[src/inc/fbm_regs.svh]
// Purpose: Timing constants for the flash bus-mode host controller
// Assumes: Core clock of 250 MHz; times given in ns
// Notes: Least times round up to whole cycles, the busy wait rounds down
`ifndef FBM_REGS_SVH
`define FBM_REGS_SVH

`define FBM_CLK_MHZ 250
`define FBM_CYC_UP(ns) ((((ns) * `FBM_CLK_MHZ) + 999) / 1000)
`define FBM_CYC_DN(ns) (((ns) * `FBM_CLK_MHZ) / 1000)

// Address access time, read data valid after this
`define FBM_ADDRESS_ACCESS_TIME_NS 70
// Write strobe low and high widths
`define FBM_T_WP_NS 35
`define FBM_T_WPH_NS 20
// Minimum clear pulse, clear-to-read recovery, busy reset bound
`define FBM_T_RP_NS 500
`define FBM_T_RH_NS 50
`define FBM_T_READY_NS 20000

`define FBM_ACC_CYC `FBM_CYC_UP(`FBM_ADDRESS_ACCESS_TIME_NS)
`define FBM_WP_CYC `FBM_CYC_UP(`FBM_T_WP_NS)
`define FBM_WPH_CYC `FBM_CYC_UP(`FBM_T_WPH_NS)
`define FBM_RP_CYC `FBM_CYC_UP(`FBM_T_RP_NS)
`define FBM_RH_CYC `FBM_CYC_UP(`FBM_T_RH_NS)
`define FBM_READY_CYC `FBM_CYC_DN(`FBM_T_READY_NS)

`endif

[src/inc/fbm_pkg.sv]
// Purpose: Types of the flash bus-mode host controller
// Assumes: Timing lives in fbm_regs.svh
// Notes: States take successive Gray codes in declaration order
package fbm_pkg;

    typedef enum logic [1:0] {
        FBM_OP_READ = 2'h0,
        FBM_OP_WRITE = 2'h1,
        FBM_OP_CLEAR = 2'h2
    } fbm_op_t;

    typedef enum logic [2:0] {
        FBM_ST_IDLE = 3'h0,
        FBM_ST_READ = 3'h1,
        FBM_ST_WR_LO = 3'h3,
        FBM_ST_WR_HI = 3'h2,
        FBM_ST_CLR_LO = 3'h6,
        FBM_ST_CLR_WAIT = 3'h7,
        FBM_ST_CLR_RECOV = 3'h5
    } fbm_state_t;

endpackage : fbm_pkg

[src/core/fbm_host.sv]
// Purpose: Host-side bus controller driving a parallel multi-bank flash
// Assumes: Flash pins sampled synchronously to core_clk_i
// Notes: Command sequences are built by the user from single write cycles
//
// Function
// - Host presents command cycles with write strobe and select low, gate high.
// - Host applies accelerate level whenever it is requested outside clear; never floats that pin.
// - Host flags an operation that a hardware clear interrupted; the user reissues it.
// - Busy flag stays low until internal clear ends; host may poll it.
// - Host waits clear-to-read time after clear release before reading.
`timescale 1ns/1ps
`include "fbm_regs.svh"

module fbm_host #(
    parameter int READY_CYC = `FBM_READY_CYC
) (
    input wire logic core_clk_i,            // 250 MHz core clock
    input wire logic nrst_i,                // Async reset, active low
    input wire logic ce_i,                  // Clock enable, freezes all state but the reset synchroniser
    input wire logic req_valid_i,           // Request offered
    input wire logic [1:0] req_op_i,        // fbm_pkg::fbm_op_t
    input wire logic [21:0] req_addr_i,     // Byte address, bit 0 used in byte mode
    input wire logic [15:0] req_wdata_i,    // Write data
    input wire logic byte_mode_i,           // 1 selects byte width
    input wire logic accel_req_i,           // Request accelerate level
    input wire logic protect_i,             // Protect level when not accelerated
    output logic req_ready_o,               // Request taken while high
    output logic rsp_valid_o,               // Completion pulse
    output logic [15:0] rsp_rdata_o,        // Read data
    output logic retry_o,                   // Interrupted operation must be reissued
    output logic flash_ce_n_o,              // Chip select, active low
    output logic flash_oe_n_o,              // Output gate, active low
    output logic flash_we_n_o,              // Write strobe, active low
    output logic flash_clear_n_o,           // Hardware clear, active low
    output logic flash_byte_n_o,            // Width select, low for bytes
    output logic flash_accel_hv_o,          // Switches accelerate level on pin
    output logic protect_accel_pin_o,       // Logic level on protect pin
    output logic [20:0] flash_addr_o,       // Word address
    output logic [15:0] data_lines_o,       // Data towards flash
    output logic [15:0] data_lines_oe_o,    // Per-line drive enable
    input wire logic [15:0] data_lines_i,   // Data from flash
    input wire logic op_done_flag_n_i       // Ready high, busy low
);

    logic [1:0] rst_sync_ff;
    logic rst_n;

    always_ff @(posedge core_clk_i or negedge nrst_i) begin
        if (!nrst_i) begin
            rst_sync_ff <= 2'h0;
        end else begin
            rst_sync_ff <= {rst_sync_ff[0], 1'b1};
        end
    end
    assign rst_n = rst_sync_ff[1];

    function automatic logic [15:0] cyc_m1(input int n);
        cyc_m1 = 16'(n - 1);
    endfunction : cyc_m1

    fbm_pkg::fbm_state_t st_ff, nxt_st;
    logic [15:0] cnt_ff, nxt_cnt;
    logic ready_ff, nxt_ready, rsp_ff, nxt_rsp, retry_ff, nxt_retry;
    logic [15:0] rdata_ff, nxt_rdata, dq_ff, nxt_dq, dq_oe_ff, nxt_dq_oe;
    logic ce_n_ff, nxt_ce_n, oe_n_ff, nxt_oe_n, we_n_ff, nxt_we_n, clr_n_ff, nxt_clr_n;
    logic byte_n_ff, nxt_byte_n, hv_ff, nxt_hv, prot_ff, nxt_prot;
    logic [20:0] addr_ff, nxt_addr;
    logic take;

    assign take = req_valid_i && ready_ff;

    always_comb begin
        nxt_st = st_ff;
        nxt_cnt = cnt_ff;
        nxt_rsp = 1'b0;
        nxt_retry = retry_ff;
        nxt_rdata = rdata_ff;
        nxt_dq = dq_ff;
        nxt_dq_oe = dq_oe_ff;
        nxt_ce_n = ce_n_ff;
        nxt_oe_n = oe_n_ff;
        nxt_we_n = we_n_ff;
        nxt_clr_n = clr_n_ff;
        nxt_byte_n = byte_n_ff;
        nxt_addr = addr_ff;
        unique case (st_ff)
            fbm_pkg::FBM_ST_IDLE: begin
                if (take) begin
                    nxt_byte_n = !byte_mode_i;
                    nxt_addr = req_addr_i[21:1];
                    // Top line carries the low address bit in byte width
                    nxt_dq = byte_mode_i ? {req_addr_i[0], 7'h00, req_wdata_i[7:0]}
                                         : req_wdata_i;
                    unique case (fbm_pkg::fbm_op_t'(req_op_i))
                        fbm_pkg::FBM_OP_WRITE: begin
                            nxt_ce_n = 1'b0;
                            nxt_we_n = 1'b0;
                            nxt_oe_n = 1'b1;
                            nxt_dq_oe = byte_mode_i ? 16'h80ff : 16'hffff;
                            nxt_retry = 1'b0;
                            nxt_cnt = cyc_m1(`FBM_WP_CYC);
                            nxt_st = fbm_pkg::FBM_ST_WR_LO;
                        end
                        fbm_pkg::FBM_OP_CLEAR: begin
                            nxt_clr_n = 1'b0;
                            nxt_ce_n = 1'b1;
                            nxt_oe_n = 1'b1;
                            nxt_we_n = 1'b1;
                            nxt_dq_oe = 16'h0000;
                            // Busy at clear means an operation was cut short
                            nxt_retry = retry_ff || !op_done_flag_n_i;
                            nxt_cnt = cyc_m1(`FBM_RP_CYC);
                            nxt_st = fbm_pkg::FBM_ST_CLR_LO;
                        end
                        default: begin
                            // Read; only the address-bit line is driven
                            nxt_ce_n = 1'b0;
                            nxt_oe_n = 1'b0;
                            nxt_dq_oe = byte_mode_i ? 16'h8000 : 16'h0000;
                            nxt_cnt = cyc_m1(`FBM_ACC_CYC);
                            nxt_st = fbm_pkg::FBM_ST_READ;
                        end
                    endcase
                end
            end
            fbm_pkg::FBM_ST_READ: begin
                if (cnt_ff == 16'h0000) begin
                    nxt_rdata = byte_n_ff ? data_lines_i : {8'h00, data_lines_i[7:0]};
                    nxt_rsp = 1'b1;
                    nxt_ce_n = 1'b1;
                    nxt_oe_n = 1'b1;
                    nxt_dq_oe = 16'h0000;
                    nxt_st = fbm_pkg::FBM_ST_IDLE;
                end else begin
                    nxt_cnt = cnt_ff - 16'h0001;
                end
            end
            fbm_pkg::FBM_ST_WR_LO: begin
                if (cnt_ff == 16'h0000) begin
                    nxt_we_n = 1'b1;                // Device latches data here
                    nxt_cnt = cyc_m1(`FBM_WPH_CYC);
                    nxt_st = fbm_pkg::FBM_ST_WR_HI;
                end else begin
                    nxt_cnt = cnt_ff - 16'h0001;
                end
            end
            fbm_pkg::FBM_ST_WR_HI: begin
                if (cnt_ff == 16'h0000) begin
                    nxt_ce_n = 1'b1;
                    nxt_dq_oe = 16'h0000;
                    nxt_rsp = 1'b1;
                    nxt_st = fbm_pkg::FBM_ST_IDLE;
                end else begin
                    nxt_cnt = cnt_ff - 16'h0001;
                end
            end
            fbm_pkg::FBM_ST_CLR_LO: begin
                if (cnt_ff == 16'h0000) begin
                    nxt_clr_n = 1'b1;
                    nxt_cnt = cyc_m1(READY_CYC);
                    nxt_st = fbm_pkg::FBM_ST_CLR_WAIT;
                end else begin
                    nxt_cnt = cnt_ff - 16'h0001;
                end
            end
            fbm_pkg::FBM_ST_CLR_WAIT: begin
                // Poll busy, bounded so a stuck flag cannot hang the host
                if (op_done_flag_n_i || cnt_ff == 16'h0000) begin
                    nxt_cnt = cyc_m1(`FBM_RH_CYC);
                    nxt_st = fbm_pkg::FBM_ST_CLR_RECOV;
                end else begin
                    nxt_cnt = cnt_ff - 16'h0001;
                end
            end
            fbm_pkg::FBM_ST_CLR_RECOV: begin
                if (cnt_ff == 16'h0000) begin
                    nxt_rsp = 1'b1;
                    nxt_st = fbm_pkg::FBM_ST_IDLE;
                end else begin
                    nxt_cnt = cnt_ff - 16'h0001;
                end
            end
            default: begin
                nxt_st = fbm_pkg::FBM_ST_IDLE;
            end
        endcase
        nxt_ready = (nxt_st == fbm_pkg::FBM_ST_IDLE);
        // Level only raised outside clear; user asks for it only to program
        nxt_hv = accel_req_i && nxt_clr_n;
        nxt_prot = protect_i;
    end

    always_ff @(posedge core_clk_i or negedge rst_n) begin
        if (!rst_n) begin
            st_ff <= fbm_pkg::FBM_ST_IDLE;
            cnt_ff <= 16'h0000;
            ready_ff <= 1'b0;
            rsp_ff <= 1'b0;
            retry_ff <= 1'b0;
            rdata_ff <= 16'h0000;
            dq_ff <= 16'h0000;
            dq_oe_ff <= 16'h0000;
            ce_n_ff <= 1'b1;
            oe_n_ff <= 1'b1;
            we_n_ff <= 1'b1;
            clr_n_ff <= 1'b1;
            byte_n_ff <= 1'b1;
            hv_ff <= 1'b0;
            prot_ff <= 1'b0;
            addr_ff <= 21'h000000;
        end else if (ce_i) begin
            st_ff <= nxt_st;
            cnt_ff <= nxt_cnt;
            ready_ff <= nxt_ready;
            rsp_ff <= nxt_rsp;
            retry_ff <= nxt_retry;
            rdata_ff <= nxt_rdata;
            dq_ff <= nxt_dq;
            dq_oe_ff <= nxt_dq_oe;
            ce_n_ff <= nxt_ce_n;
            oe_n_ff <= nxt_oe_n;
            we_n_ff <= nxt_we_n;
            clr_n_ff <= nxt_clr_n;
            byte_n_ff <= nxt_byte_n;
            hv_ff <= nxt_hv;
            prot_ff <= nxt_prot;
            addr_ff <= nxt_addr;
        end
    end

    assign req_ready_o = ready_ff;
    assign rsp_valid_o = rsp_ff;
    assign rsp_rdata_o = rdata_ff;
    assign retry_o = retry_ff;
    assign flash_ce_n_o = ce_n_ff;
    assign flash_oe_n_o = oe_n_ff;
    assign flash_we_n_o = we_n_ff;
    assign flash_clear_n_o = clr_n_ff;
    assign flash_byte_n_o = byte_n_ff;
    assign flash_accel_hv_o = hv_ff;
    assign protect_accel_pin_o = prot_ff;
    assign flash_addr_o = addr_ff;
    assign data_lines_o = dq_ff;
    assign data_lines_oe_o = dq_oe_ff;

    // Helper counters for checking pulse widths
    logic [15:0] lo_len_ff, hi_len_ff, oe_len_ff;
    always_ff @(posedge core_clk_i or negedge rst_n) begin
        if (!rst_n) begin
            lo_len_ff <= 16'h0000;
            hi_len_ff <= 16'hffff;
            oe_len_ff <= 16'h0000;
        end else if (ce_i) begin
            lo_len_ff <= clr_n_ff ? 16'h0000 : lo_len_ff + 16'h0001;
            oe_len_ff <= oe_n_ff ? 16'h0000 : oe_len_ff + 16'h0001;
            hi_len_ff <= !clr_n_ff ? 16'h0000 :
                         (hi_len_ff == 16'hffff ? hi_len_ff : hi_len_ff + 16'h0001);
        end
    end
endmodule : fbm_host

[config.mk]
export PLATFORM = sky130hd
export DESIGN_NAME = fbm_host
export DESIGN_NICKNAME = d
export VERILOG_FILES = /design/src/inc/fbm_pkg.sv /design/src/core/fbm_host.sv
export VERILOG_INCLUDE_DIRS = /design/src /design/src/inc
export SDC_FILE = /design/constraint.sdc
export NUM_CORES = 1
export LEC_CHECK = 0
export ABC_AREA = 1
export BUFFER_PORTS_ARGS = -buffer_cell sky130_fd_sc_hd__buf_4
export CAP_MARGIN = 30
export CELL_PAD_IN_SITES_DETAIL_PLACEMENT = 1
export CELL_PAD_IN_SITES_GLOBAL_PLACEMENT = 1
export CORE_MARGIN = 2
export CORE_UTILIZATION = 30
export DETAILED_ROUTE_END_ITERATION = 6
export GPL_TIMING_DRIVEN = 0
export PLACE_DENSITY = 0.69
export SYNTH_ARGS = -nofsm -noshare
export SYNTH_HDL_FRONTEND = slang
export SYNTH_SLANG_ARGS = --single-unit
[constraint.sdc]
create_clock -name core_clk_i -period 3.29 [get_ports core_clk_i]
set_input_delay 0.4935 -clock core_clk_i [delete_from_list [all_inputs] [get_ports core_clk_i]]
set_output_delay 0.4935 -clock core_clk_i [all_outputs]
set_load 0.01 [all_outputs]
# ---- Word level (Yosys, flattened, before mapping)
# Index checks and enable logic that the tools add are counted.
# Widths: inputs -> output; s select.
dict set report classes {
  reduce_logical 24
  n_eq_ne 14
  mux 39
  n_addsub 1
}
# op count
set ops {}
lappend ops {{$mux 16} 10}
lappend ops {{$pmux 16 s5} 1}
lappend ops {{$pmux 16 s2} 2}
lappend ops {{$logic_not 16->1} 1}
lappend ops {{$reduce_and 4->1} 4}
lappend ops {{$sub 16x1->16 const B} 1}
lappend ops {{$mux 15} 1}
lappend ops {{$mux 3} 5}
lappend ops {{$pmux 3 s5} 1}
lappend ops {{$pmux 7 s2} 1}
lappend ops {{$pmux 1 s2} 6}
lappend ops {{$mux 1} 11}
lappend ops {{$eq 3x3->1 const B} 3}
lappend ops {{$ne 2x2->1 const B} 4}
lappend ops {{$reduce_bool 2->1} 4}
lappend ops {{$eq 3x2->1 const B} 2}
lappend ops {{$logic_not 3->1} 2}
lappend ops {{$pmux 3 s2} 1}
lappend ops {{$reduce_and 3->1} 2}
lappend ops {{$reduce_and 5->1} 1}
lappend ops {{$reduce_bool 5->1} 1}
lappend ops {{$reduce_or 2->1} 2}
lappend ops {{$eq 3x1->1 const B} 1}
lappend ops {{$ne 3x1->1 const B} 1}
lappend ops {{other kinds (7)} 10}
dict set report word_totals {
  reg_bits 100
  out_inout_bits 79
  wordCells 95
}

# ---- Longest topological paths before layout
# Gate-level depths: netlist (run 1).
dict set report logic_depth {
  word_depth 5
  depth_mapped 11
}

# ---- Worst setup path after synthesis (run 1)
# No wires, ideal clock.
dict set report synth_path {
  path_kind {register to register}
  startpoint {reg cnt_ff[0]}
  endpoint {reg rdata_ff[4] (netlist: rsp_rdata_o[4])}
  synth_period_minus_slack_ns 1.627
  path_slack_ns 1.663
  required_ns 3.172
  path_stages_with_launch 11
  arrival_ns 1.509
  n_path_buf 1
  path_cell_list {dfrtp_1 > inv_1 > ha_1 > nand2_1 > nor2_2 > nand2_2 > nor2_8 > nand2_4 > buf_6 > nor2_1 > nor2_1}
}
dict set report synth_between {
  elab_chain_len 2
}
# element line_no
set synth_rtl {}
lappend synth_rtl {{start: declaration} fbm_host.sv:62} ;# logic [15:0] cnt_ff, nxt_cnt;
lappend synth_rtl {{start signal: assignment} fbm_host.sv:213} ;# cnt_ff <= nxt_cnt;
lappend synth_rtl {{$logic_not 16->1} fbm_host.sv:127} ;# if (cnt_ff == 16'h0000) begin
lappend synth_rtl {{$reduce_and 3->1 (no line)} --}
lappend synth_rtl {{end signal: assignment} fbm_host.sv:217} ;# rdata_ff <= nxt_rdata;
lappend synth_rtl {{end: declaration} fbm_host.sv:64} ;# logic [15:0] rdata_ff, nxt_rdata, dq_ff, nxt_dq, dq_oe_ff, nxt_dq_oe;
# No other way between the ends.
# A chain may end at the register's enable or synchronous reset.

# ---- Final worst setup path (run 1)
dict set report layout_path {
  startpoint {reg cnt_ff[0]}
  endpoint {reg cnt_ff[1]}
}
dict set report layout_between {
  elab_chain_len 4
  word_cells_on_any_way 10
  cone_classes {add/sub (1); eq/ne (1); mux (5); reduce/logical (3)}
}
# element
set layout_rtl {}
lappend layout_rtl {{parallel branches: the longest is 4 deep, another holds $sub 16x1->16}}
# Parallel ways; which one is timed is not known. The select of a mux whose other input is x is not followed.

==> results of run 1 <==
[worst max path at each step]
stage                        startpoint                         endpoint  slack, ns  cells past startpoint
6_report          cnt_ff[0]$_DFFE_PN0P_            cnt_ff[1]$_DFFE_PN0P_       1.22                      9
5_1_grt           cnt_ff[0]$_DFFE_PN0P_            cnt_ff[8]$_DFFE_PN0P_       1.08                      9
4_1_cts           cnt_ff[0]$_DFFE_PN0P_            cnt_ff[1]$_DFFE_PN0P_       1.23                      9
3_5_place_dp      cnt_ff[0]$_DFFE_PN0P_            cnt_ff[1]$_DFFE_PN0P_       1.23                      9
3_3_place_gp   rst_sync_ff[1]$_DFF_PN0_  data_lines_oe_o[14]$_DFFE_PN0P_      -0.41                      0
2_1_floorplan  rst_sync_ff[1]$_DFF_PN0_            cnt_ff[0]$_DFFE_PN0P_       0.70                      0
[cells in the mapped netlist (4+ instances only)]
| master | number |
|---|---|
| nand3_1 | 25 |
| nor2_1 | 57 |
| buf_4 | 15 |
| nand3_2 | 5 |
| buf_6 | 5 |
| nand2_1 | 126 |
| nand4_1 | 4 |
| nor2_2 | 6 |
| dfstp_2 | 5 |
| a21oi_1 | 17 |
| o21ai_0 | 25 |
| dfrtp_1 | 82 |
| xnor2_1 | 5 |
| inv_1 | 32 |
| ha_1 | 4 |
| mux2_2 | 29 |
| o21ai_1 | 13 |
[per-stage QoR]
| stage | TNS, ns | utilization, % | worst slack (ns) | cells |
|---|---|---|---|---|
| floorplan | 0 | - | 0.696 | 486 |
| global placement | -32.51 | 40.2 | -0.410 | 807 |
| detailed placement | 0 | 40.4 | 1.23 | 808 |
| CTS | 0 | 42.8 | 1.23 | 825 |
| global route | 0 | 42.8 | 1.08 | 825 |
| finish | 0 | 42.8 | 1.22 | 825 |
[routing by layer]
metal	vias up	global-route usage, %
met5	-	0
met4	0	4.85
met3	10	7.10
met2	100	28.8
met1	1895	21.0
li1	1867	-
[flip-flops by register name, indices dropped and copies added (netlist names)]
name / flops
flash_accel_hv_o: 1
data_lines_o: 16
flash_ce_n_o: 1
data_lines_oe_o: 3
flash_byte_n_o: 1
rst_sync_ff: 2
flash_we_n_o: 1
protect_accel_pin_o: 1
flash_oe_n_o: 1
flash_clear_n_o: 1
rsp_rdata_o: 16
st_ff: 3
cnt_ff: 16
flash_addr_o: 21
retry_o: 1
req_ready_o: 1
rsp_valid_o: 1
[worst max-delay path, delay by kind of cell, from the launching register on]
kind / cells / cell delay (ns)
AND/OR/NAND/NOR: 6 / 1.12
flip-flops: 1 / 0.38
adder cells (fa/ha/maj): 1 / 0.23
buffers and inverters: 1 / 0.11
AO/OA/AOI/OAI: 1 / 0.10
[cell families (layout without fill, tap and decap cells)]
family	after synthesis	count (layout)
AOI/OAI and AO/OA	61	61
other	1	1
muxes	30	30
and+or+nand+nor	234	234
buffers and inverters	61	220
DFF	87	87
xor gates and xnor gates	8	8
adders and majority gates	4	4
[report_power, final]
group | switching (mW) | leakage (nW) | internal [mW] | total [mW]
clock | 0.469 | 0.162 | 0.677 | 1.15
combinational | 0.843 | 1.92 | 0.583 | 1.43
sequential | 0.190 | 1.16 | 1.25 | 1.44
total | 1.50 | 3.25 | 2.51 | 4.01
[area by class of cell]
type / instances / share of cell area, %
clock buffer: 9 / 3.76
sequential: 87 / 36.5
tap: 180 / 3.76
multi-input combinational: 338 / 30.5
timing repair buffer: 143 / 18.3
buffer: 24 / 3.09
clock inverter: 7 / 1.71
inverter: 37 / 2.32
[repair_timing]
action,4_1_cts,5_1_grt
hold buffers,1,0
endpoints found under the hold margin,2,0
setup endpoints to repair,0,0
==> metrics.csv, run 1 <==
stage;metric;value;unit
setup_path;FF-to-FF path depth;9;
power;IR drop worst, VDD;244;uV
detailed_routing;Initial DRC Count;114;
clock_tree;CTS Buf Count;9;
setup_path;CP required;3.52;ns
timing;final hold violation count;0;
clock_tree;clk sinks;87;
place;GPL Wtd Cong;0.802;
detailed_routing;drt first pass iters;4;
floorplan;top-level I/O count;143;
synthesis;Post-synth top flop;dfrtp_1;
cells_and_area;filler instances;1667;
global_route;initial antenna violation count;0;
synthesis;post-synth top area cell;dfrtp_1;
place;DP HPWL;9850;um
detailed_routing;drt drc;0;
global_route;number of global-route vias before repair;4160;
cells_and_area;area of the multi-input gates;1830;sq um
cells_and_area;layout cells sized above 1;36.7;%
synthesis;Mapped Avg Cell Area;8.92;sq um
cells_and_area;register area;2190;sq um
setup_path;Startpoint Class;flip-flop;
synthesis;Adder-Cell Fraction of Synth Area;1.15;%
timing;worst hold slack;0.256;ns
synthesis;post-synth top area share;47.3;%
detailed_routing;met2 WL;6150;um
detailed_routing;WL met1;5370;um
clock_tree;deepest clock path buffer count;2;
timing;Setup Skew;0.00768;ns
cells_and_area;Ant. Diodes;0;
setup_path;RR Endpoint;cnt_ff[1]$_DFFE_PN0P_;
cells_and_area;commonest non-fill, non-tap cell in the layout;buf_4;
timing;Fmax;484;MHz
detailed_routing;routed wire length;12700;um
floorplan;Die W;124;um
synthesis;Post-Syn Area;4330;sq um
setup_path;most used cell, CP;nand2_1;
setup_path;CP Max Fanout;6;
timing;Tcrit/Tclk final;62.8;%
timing;RSZ-0062 raised after global routing;no;
place;Port Buf Inserts;141;
floorplan;DIE AREA;15400;sq um
synthesis;Yosys reg bits;87;
synthesis;post-synthesis compound-gate area fraction;7.36;%
detailed_routing;DR vias/cell;4.69;
clock_tree;TritonCTS clock tree;yes;
detailed_routing;Final ANT Viol Nets;0;
synthesis;Post-synth ARST share;100;%
min_path;HP Class;reg2async;
detailed_routing;Top Metal Used;met4;
synthesis;Yosys warning count;0;
global_route;GRT Util Overall;17.4;%
synthesis;simple-gate portion of the synthesized area;24.1;%
floorplan;Initial Utilization;31.0;%
synthesis;synth top area cells;dfrtp_1, nand2_1, mux2_2;
floorplan;std cell rows;43;
cells_and_area;most frequent cells in the layout;buf_4, nand2_1, dfrtp_1, nor2_1, inv_1;
clock_tree;root buffer cell;clkbuf_16;
setup_path;crit-path cells;inv_1 > ha_1 > nand2_1 > nor2_2 > nand2_1 > nand2_1 > nand3_1 > nand3_1 > o21ai_0;
clock_tree;Worst-path clk slew;0.07;ns
setup_path;Slowest Stage Delay on Critical Path;0.38;ns
setup_path;r2r setup slk;1.22;ns
global_route;largest net degree at the start of global routing;61;
setup_path;CP max-delay cell;dfrtp_1;
place;area of placed instances;5650;sq um
floorplan;total core area;14000;sq um
clock_tree;Worst-Skew Late Latency;0.35;ns
setup_path;crit path kind;reg2reg;
synthesis;syn nets;554;
detailed_routing;met3 WL post-DR;1070;um
timing;Max Slew Vio Count;0;
timing;min Tclk post-route;2.07;ns
floorplan;Die Y;124;um
cells_and_area;Area Overhead vs Synth;38.1;%
setup_path;worst r2r src;cnt_ff[0]$_DFFE_PN0P_;
synthesis;post-synthesis mux area share;7.79;%
global_route;grt total ovfl;0;
run;# Max-Cap Violations;0;
detailed_routing;per-cell routed wire length;15.4;um
clock_tree;Setup Fix Bufs, Post-CTS;0;
synthesis;Synth Area in XOR/XNOR;1.62;%
clock_tree;Resized cells post-CTS;0;
clock_tree;H-tree depth;3;
cells_and_area;final instance area;5990;sq um
detailed_routing;vias after detailed routing;3872;
synthesis;cells after synthesis;486;
synthesis;Yosys cell types;37;
synthesis;number of synthesized flops with an enable pin;0;
setup_path;Worst setup EP type;flip-flop;
power;Pwr Density;671;nW/um^2
power;total power;4.01;mW
synthesis;post-synthesis sequential area ratio;50.4;%
synthesis;main combinational cell family by area after synthesis;simple AND/OR/NAND/NOR gates;
timing;# setup viols final;0;
status;status;finished clean;
setup_path;worst path arrival time;2.30;ns
global_route;first-pass GRT wire length;20800;um
power;leakage;3.25;nW
cells_and_area;NumNets Final;708;
(Power assumes the default switching activity.)
==> run 2: changes to the inputs <==
--- a/config.mk
+++ b/config.mk
@@ -15,7 +15,7 @@
 export CORE_UTILIZATION = 30
 export DETAILED_ROUTE_END_ITERATION = 6
 export GPL_TIMING_DRIVEN = 0
-export PLACE_DENSITY = 0.69
+export PLACE_DENSITY = 0.71
 export SYNTH_ARGS = -nofsm -noshare
 export SYNTH_HDL_FRONTEND = slang
 export SYNTH_SLANG_ARGS = --single-unit
==> constraint.sdc (replaced) <==
create_clock -name core_clk_i -period 1.8 [get_ports core_clk_i]
set_input_delay 0.27 -clock core_clk_i [delete_from_list [all_inputs] [get_ports core_clk_i]]
set_output_delay 0.27 -clock core_clk_i [all_outputs]
set_load 0.01 [all_outputs]
==> metrics.csv, run 2 (same netlist as run 1, synthesis figures left out) <==
stage;metric;value;unit
place;DP HPWL;9640;um
floorplan;top-level I/O count;143;
detailed_routing;Final ANT Viol Nets;0;
cells_and_area;Ant. Diodes;0;
global_route;GRT Util Overall;17.5;%
clock_tree;Worst-path clk slew;0.07;ns
floorplan;total core area;14000;sq um
timing;min Tclk post-route;1.68;ns
floorplan;Initial Utilization;31.0;%
power;leakage;3.27;nW
place;cell count after placement;808;
cells_and_area;max reg flops;21;
cells_and_area;most frequent cells in the layout;buf_4, nand2_1, dfrtp_1, nor2_1, inv_1;
global_route;first-pass GRT wire length;20800;um
power;total power;7.45;mW
global_route;initial antenna violation count;0;
timing;final hold violation count;0;
cells_and_area;final instance area;6110;sq um
detailed_routing;per-cell routed wire length;15.5;um
setup_path;r2r setup slk;0.12;ns
timing;Setup Skew;0.00654;ns
cells_and_area;NumNets Final;712;
cells_and_area;Area Overhead vs Synth;41.0;%
timing;Tcrit/Tclk final;93.5;%
clock_tree;H-tree depth;3;
timing;Worst slew margin;65.4;%
cells_and_area;Util after Layout;43.7;%
clock_tree;root buffer cell;clkbuf_16;
clock_tree;TritonCTS clock tree;yes;
run;# Max-Cap Violations;0;
timing;Max Slew Vio Count;0;
detailed_routing;drt first pass iters;4;
place;area of placed instances;5650;sq um
power;IR drop worst, VDD;536;uV
power;Pwr Density;1220;nW/um^2
global_route;number of global-route vias before repair;4194;
floorplan;Die W;124;um
global_route;grt total ovfl;0;
detailed_routing;drt drc;0;
cells_and_area;filler instances;1655;
clock_tree;CTS Buf Count;9;
setup_path;Startpoint Class;flip-flop;
global_route;largest net degree at the start of global routing;49;
setup_path;CP required;2.04;ns
clock_tree;clk sinks;87;
place;GPL Wtd Cong;0.821;
cells_and_area;layout cells sized above 1;39.8;%
clock_tree;deepest clock path buffer count;2;
timing;# setup viols final;0;
clock_tree;Worst-Skew Late Latency;0.34;ns
detailed_routing;vias after detailed routing;3874;
place;Port Buf Inserts;141;
cells_and_area;commonest non-fill, non-tap cell in the layout;buf_4;
setup_path;worst path arrival time;1.92;ns
setup_path;Worst setup EP type;flip-flop;
floorplan;DIE AREA;15400;sq um
cells_and_area;fin cells;829;
timing;Fmax;594;MHz
detailed_routing;DR vias/cell;4.67;
floorplan;Die Y;124;um
timing;setup TNS;0;ns
min_path;HP Class;in2reg;
setup_path;CP Max Fanout;10;
detailed_routing;routed wire length;12900;um
status;status;finished clean;
setup_path;crit path kind;reg2reg;
timing;Slew @ Worst Pin;0.519;ns
detailed_routing;Initial DRC Count;115;
floorplan;std cell rows;43;
run 2: changes by cell type in the layout (fill, tap and decap cells not counted), sizes merged:
cell      before  now
clkinv         4    3
buf          164  168
inv           38   37
bufinv         2    1
clkinvlp       0    2
clkbuf        11   12
run 2: layout make-up:
cell class / instances / area, sq um / share of cell area, %
flip-flops and latches: 87 / 2190 / 35.8
multi-input cells: 338 / 1940 / 31.7
repair buffers: 147 / 1130 / 18.4
clock buffers: 10 / 239 / 3.91
well taps: 180 / 225 / 3.69
plain buffers: 24 / 185 / 3.03
inverters: 37 / 140 / 2.29
clock inverters: 6 / 67.6 / 1.11
run 2: worst paths after layout:
path,start,to,depth (start not counted)
max in group asynchronous,rst_sync_ff[1]$_DFF_PN0_,flash_clear_n_o$_DFFE_PN1P_,1
worst min register to register,rst_sync_ff[1]$_DFF_PN0_,rsp_rdata_o[10]$_DFFE_PN0P_,0
worst max-delay path,cnt_ff[13]$_DFFE_PN0P_,rsp_rdata_o[5]$_DFFE_PN0P_,9
min in group asynchronous,nrst_i,rst_sync_ff[1]$_DFF_PN0_,2
worst min-delay path,protect_i,protect_accel_pin_o$_DFFE_PN0P_,3
worst max register to register,cnt_ff[13]$_DFFE_PN0P_,rsp_rdata_o[5]$_DFFE_PN0P_,9
run 2: critical path: stages (launching register included):
cell and delay [ns]:
dfrtp_1 0.41, nor2_1 0.20, nand2_1 0.16, nor2_4 0.18, nand2_4 0.10, nor2_8 0.14
nand2_4 0.09, buf_6 0.15, nor2_1 0.09, nor2_1 0.06
run 2: report_power, final:
part / total (mW) / leakage (nW) / internal (mW) / switching (mW)
sequential: 2.67 / 1.16 / 2.29 / 0.374
clock: 1.93 / 0.145 / 1.12 / 0.807
combinational: 2.85 / 1.97 / 1.15 / 1.70
run 2: per-stage QoR:
step	setup slack (ns)	hold WS (ns)
2_1_floorplan	0.173	-0.0256
3_3_place_gp	-0.260	0.0527
3_5_place_dp	-0.250	0.0556
4_1_cts	0.00350	0.131
5_1_grt	-0.0140	0.137
6_report	0.118	0.134
run 2: routing by layer:
metal | GRT usage, % | wire length (um) | share of wire [%] | up-vias
li1 | - | - | - | 1872
met1 | 20.4 | 5260 | 41 | 1887
met2 | 29.9 | 6360 | 49 | 105
met3 | 7.05 | 1110 | 8.6 | 10
met4 | 4.42 | 154 | 1.2 | 0
met5 | 0 | 0 | 0 | -
run 2: timing repair:
action                                  CTS  global route
pin swaps                                 3             4
buffers inserted                          3             1
hold buffers                              1             0
endpoints found under the setup margin   47            41
endpoints found under the hold margin     2             0
resized for setup                        12            19
==> run 3: changes to the inputs <==
--- a/config.mk
+++ b/config.mk
@@ -15,7 +15,9 @@
 export CORE_UTILIZATION = 30
 export DETAILED_ROUTE_END_ITERATION = 6
 export GPL_TIMING_DRIVEN = 0
+export HOLD_SLACK_MARGIN = 0.05
 export PLACE_DENSITY = 0.71
+export RECOVER_POWER = 50
 export SYNTH_ARGS = -nofsm -noshare
 export SYNTH_HDL_FRONTEND = slang
 export SYNTH_SLANG_ARGS = --single-unit
==> metrics.csv, run 3 (same netlist as run 1, synthesis figures left out) <==
stage;metric;value;unit
status;status;finished clean;
timing;Worst slew margin;41.8;%
timing;Slew @ Worst Pin;0.873;ns
global_route;grt total ovfl;0;
detailed_routing;routed wire length;12900;um
clock_tree;CTS Buf Count;9;
cells_and_area;NumNets Final;712;
clock_tree;deepest clock path buffer count;2;
global_route;first-pass GRT wire length;20800;um
timing;post-route setup slack;0.114;ns
setup_path;CP Max Fanout;10;
power;Pwr Density;1240;nW/um^2
timing;final hold violation count;0;
run;# Max-Cap Violations;0;
power;leakage;3.13;nW
place;DP HPWL;9640;um
place;pre-CTS WS;-0.250;ns
detailed_routing;per-cell routed wire length;15.5;um
cells_and_area;Area Overhead vs Synth;38.0;%
global_route;initial antenna violation count;0;
cells_and_area;Ant. Diodes;0;
global_route;number of global-route vias before repair;4194;
detailed_routing;Final ANT Viol Nets;0;
detailed_routing;drt first pass iters;4;
timing;worst hold slack;0.133;ns
floorplan;top-level I/O count;143;
setup_path;worst path arrival time;1.92;ns
timing;Fmax;593;MHz
setup_path;RR Endpoint;rsp_rdata_o[5]$_DFFE_PN0P_;
min_path;HP Class;in2reg;
floorplan;Initial Utilization;31.0;%
detailed_routing;Initial DRC Count;106;
setup_path;Worst setup EP type;flip-flop;
setup_path;crit path kind;reg2reg;
setup_path;worst r2r src;cnt_ff[13]$_DFFE_PN0P_;
place;Port Buf Inserts;141;
timing;# setup viols final;0;
cells_and_area;layout cells sized above 1;34.5;%
detailed_routing;DR vias/cell;4.67;
power;IR drop worst, VDD;533;uV
floorplan;Die Y;124;um
clock_tree;root buffer cell;clkbuf_16;
floorplan;total core area;14000;sq um
cells_and_area;commonest non-fill, non-tap cell in the layout;buf_4;
cells_and_area;filler instances;1679;
clock_tree;clk sinks;87;
place;GPL Wtd Cong;0.821;
cells_and_area;most frequent cells in the layout;buf_4, nand2_1, dfrtp_1, nor2_1, clkbuf_1;
floorplan;DIE AREA;15400;sq um
floorplan;Die W;124;um
detailed_routing;drt drc;0;
cells_and_area;Util after Layout;42.8;%
detailed_routing;vias after detailed routing;3875;
cells_and_area;fin cells;829;
setup_path;r2r setup slk;0.11;ns
setup_path;CP required;2.04;ns
clock_tree;Worst-path clk slew;0.07;ns
global_route;GRT Util Overall;17.5;%
clock_tree;H-tree depth;3;
timing;Max Slew Vio Count;0;
setup_path;Startpoint Class;flip-flop;
clock_tree;TritonCTS clock tree;yes;
setup_path;CP endpoint;rsp_rdata_o[5]$_DFFE_PN0P_;
timing;Tcrit/Tclk final;93.7;%
global_route;largest net degree at the start of global routing;49;
setup_path;Worst setup startpoint;cnt_ff[13]$_DFFE_PN0P_;
timing;setup TNS;0;ns
timing;min Tclk post-route;1.69;ns
timing;Setup Skew;0.00658;ns
place;cell count after placement;808;
floorplan;std cell rows;43;
setup_path;FF-to-FF path depth;9;
clock_tree;Worst-Skew Late Latency;0.34;ns
cells_and_area;max reg flops;21;
==> run 3: changes by cell type in the layout (fill, tap and decap cells not counted), sizes merged <==
cell / change
buf: -34
clkbuf: +34
==> run 3: stage by stage <==
stage,cell area (sq um),power [mW]
floorplan,4340,4.32
global placement,5620,5.18
detailed placement,5650,5.29
CTS,6040,7.37
global route,5980,7.97
finish,5980,7.40
==> run 3: repair_timing <==
action                                 CTS  global route
hold buffers                             1             0
resized for setup                       12            19
buffers inserted                         3             1
pin swaps                                3             4
gates cloned                             0             0
setup endpoints to repair               47            41
endpoints found under the hold margin    2             0
==> run 3: power breakdown <==
part | leakage, nW | total [mW] | internal, mW | switching (mW)
clock | 0.145 | 1.93 | 1.12 | 0.807
combinational | 1.82 | 2.81 | 1.11 | 1.70
sequential | 1.16 | 2.66 | 2.29 | 0.372
total | 3.13 | 7.40 | 4.52 | 2.88
==> run 3: how the worst min path moves through the flow <==
stage | start | to | slack [ns] | cells after the start
final | protect_i | protect_accel_pin_o$_DFFE_PN0P_ | 0.13 | 3
after global routing | protect_i | protect_accel_pin_o$_DFFE_PN0P_ | 0.14 | 3
after CTS | protect_i | protect_accel_pin_o$_DFFE_PN0P_ | 0.13 | 3
after detailed placement | nrst_i | rst_sync_ff[0]$_DFF_PN0_ | 0.06 | 1
after global placement | nrst_i | rst_sync_ff[0]$_DFF_PN0_ | 0.05 | 1
after floorplan | nrst_i | rst_sync_ff[0]$_DFF_PN0_ | -0.03 | 0
==> run 3: cell type report <==
type	count	area (sq um)	share of cell area, %
Clock buffer	10	239	4.00
Sequential cell	87	2190	36.5
Multi-Input combinational cell	338	1940	32.4
Buffer	24	185	3.10
Clock inverter	6	67.6	1.13
Tap cell	180	225	3.77
Inverter	37	140	2.34
Timing Repair Buffer	147	998	16.7
==> run 3: per-layer routing <==
metal  share of wire (%)  vias to the layer above  global-route usage, %  wire, um
li1                    -                     1871                      -         -
met1                  41                     1887                   20.4      5220
met2                  50                      107                   29.9      6380
met3                 8.6                       10                   7.05      1100
met4                 1.2                        0                   4.42       154
met5                   0                        -                      0         0
==> run 3: critical path: stages (launching register included) <==
cell	delay, ns
dfrtp_1	0.41
nor2_1	0.20
nand2_1	0.16
nor2_4	0.18
nand2_4	0.10
nor2_8	0.14
nand2_4	0.09
buf_6	0.15
nor2_1	0.09
nor2_1	0.06
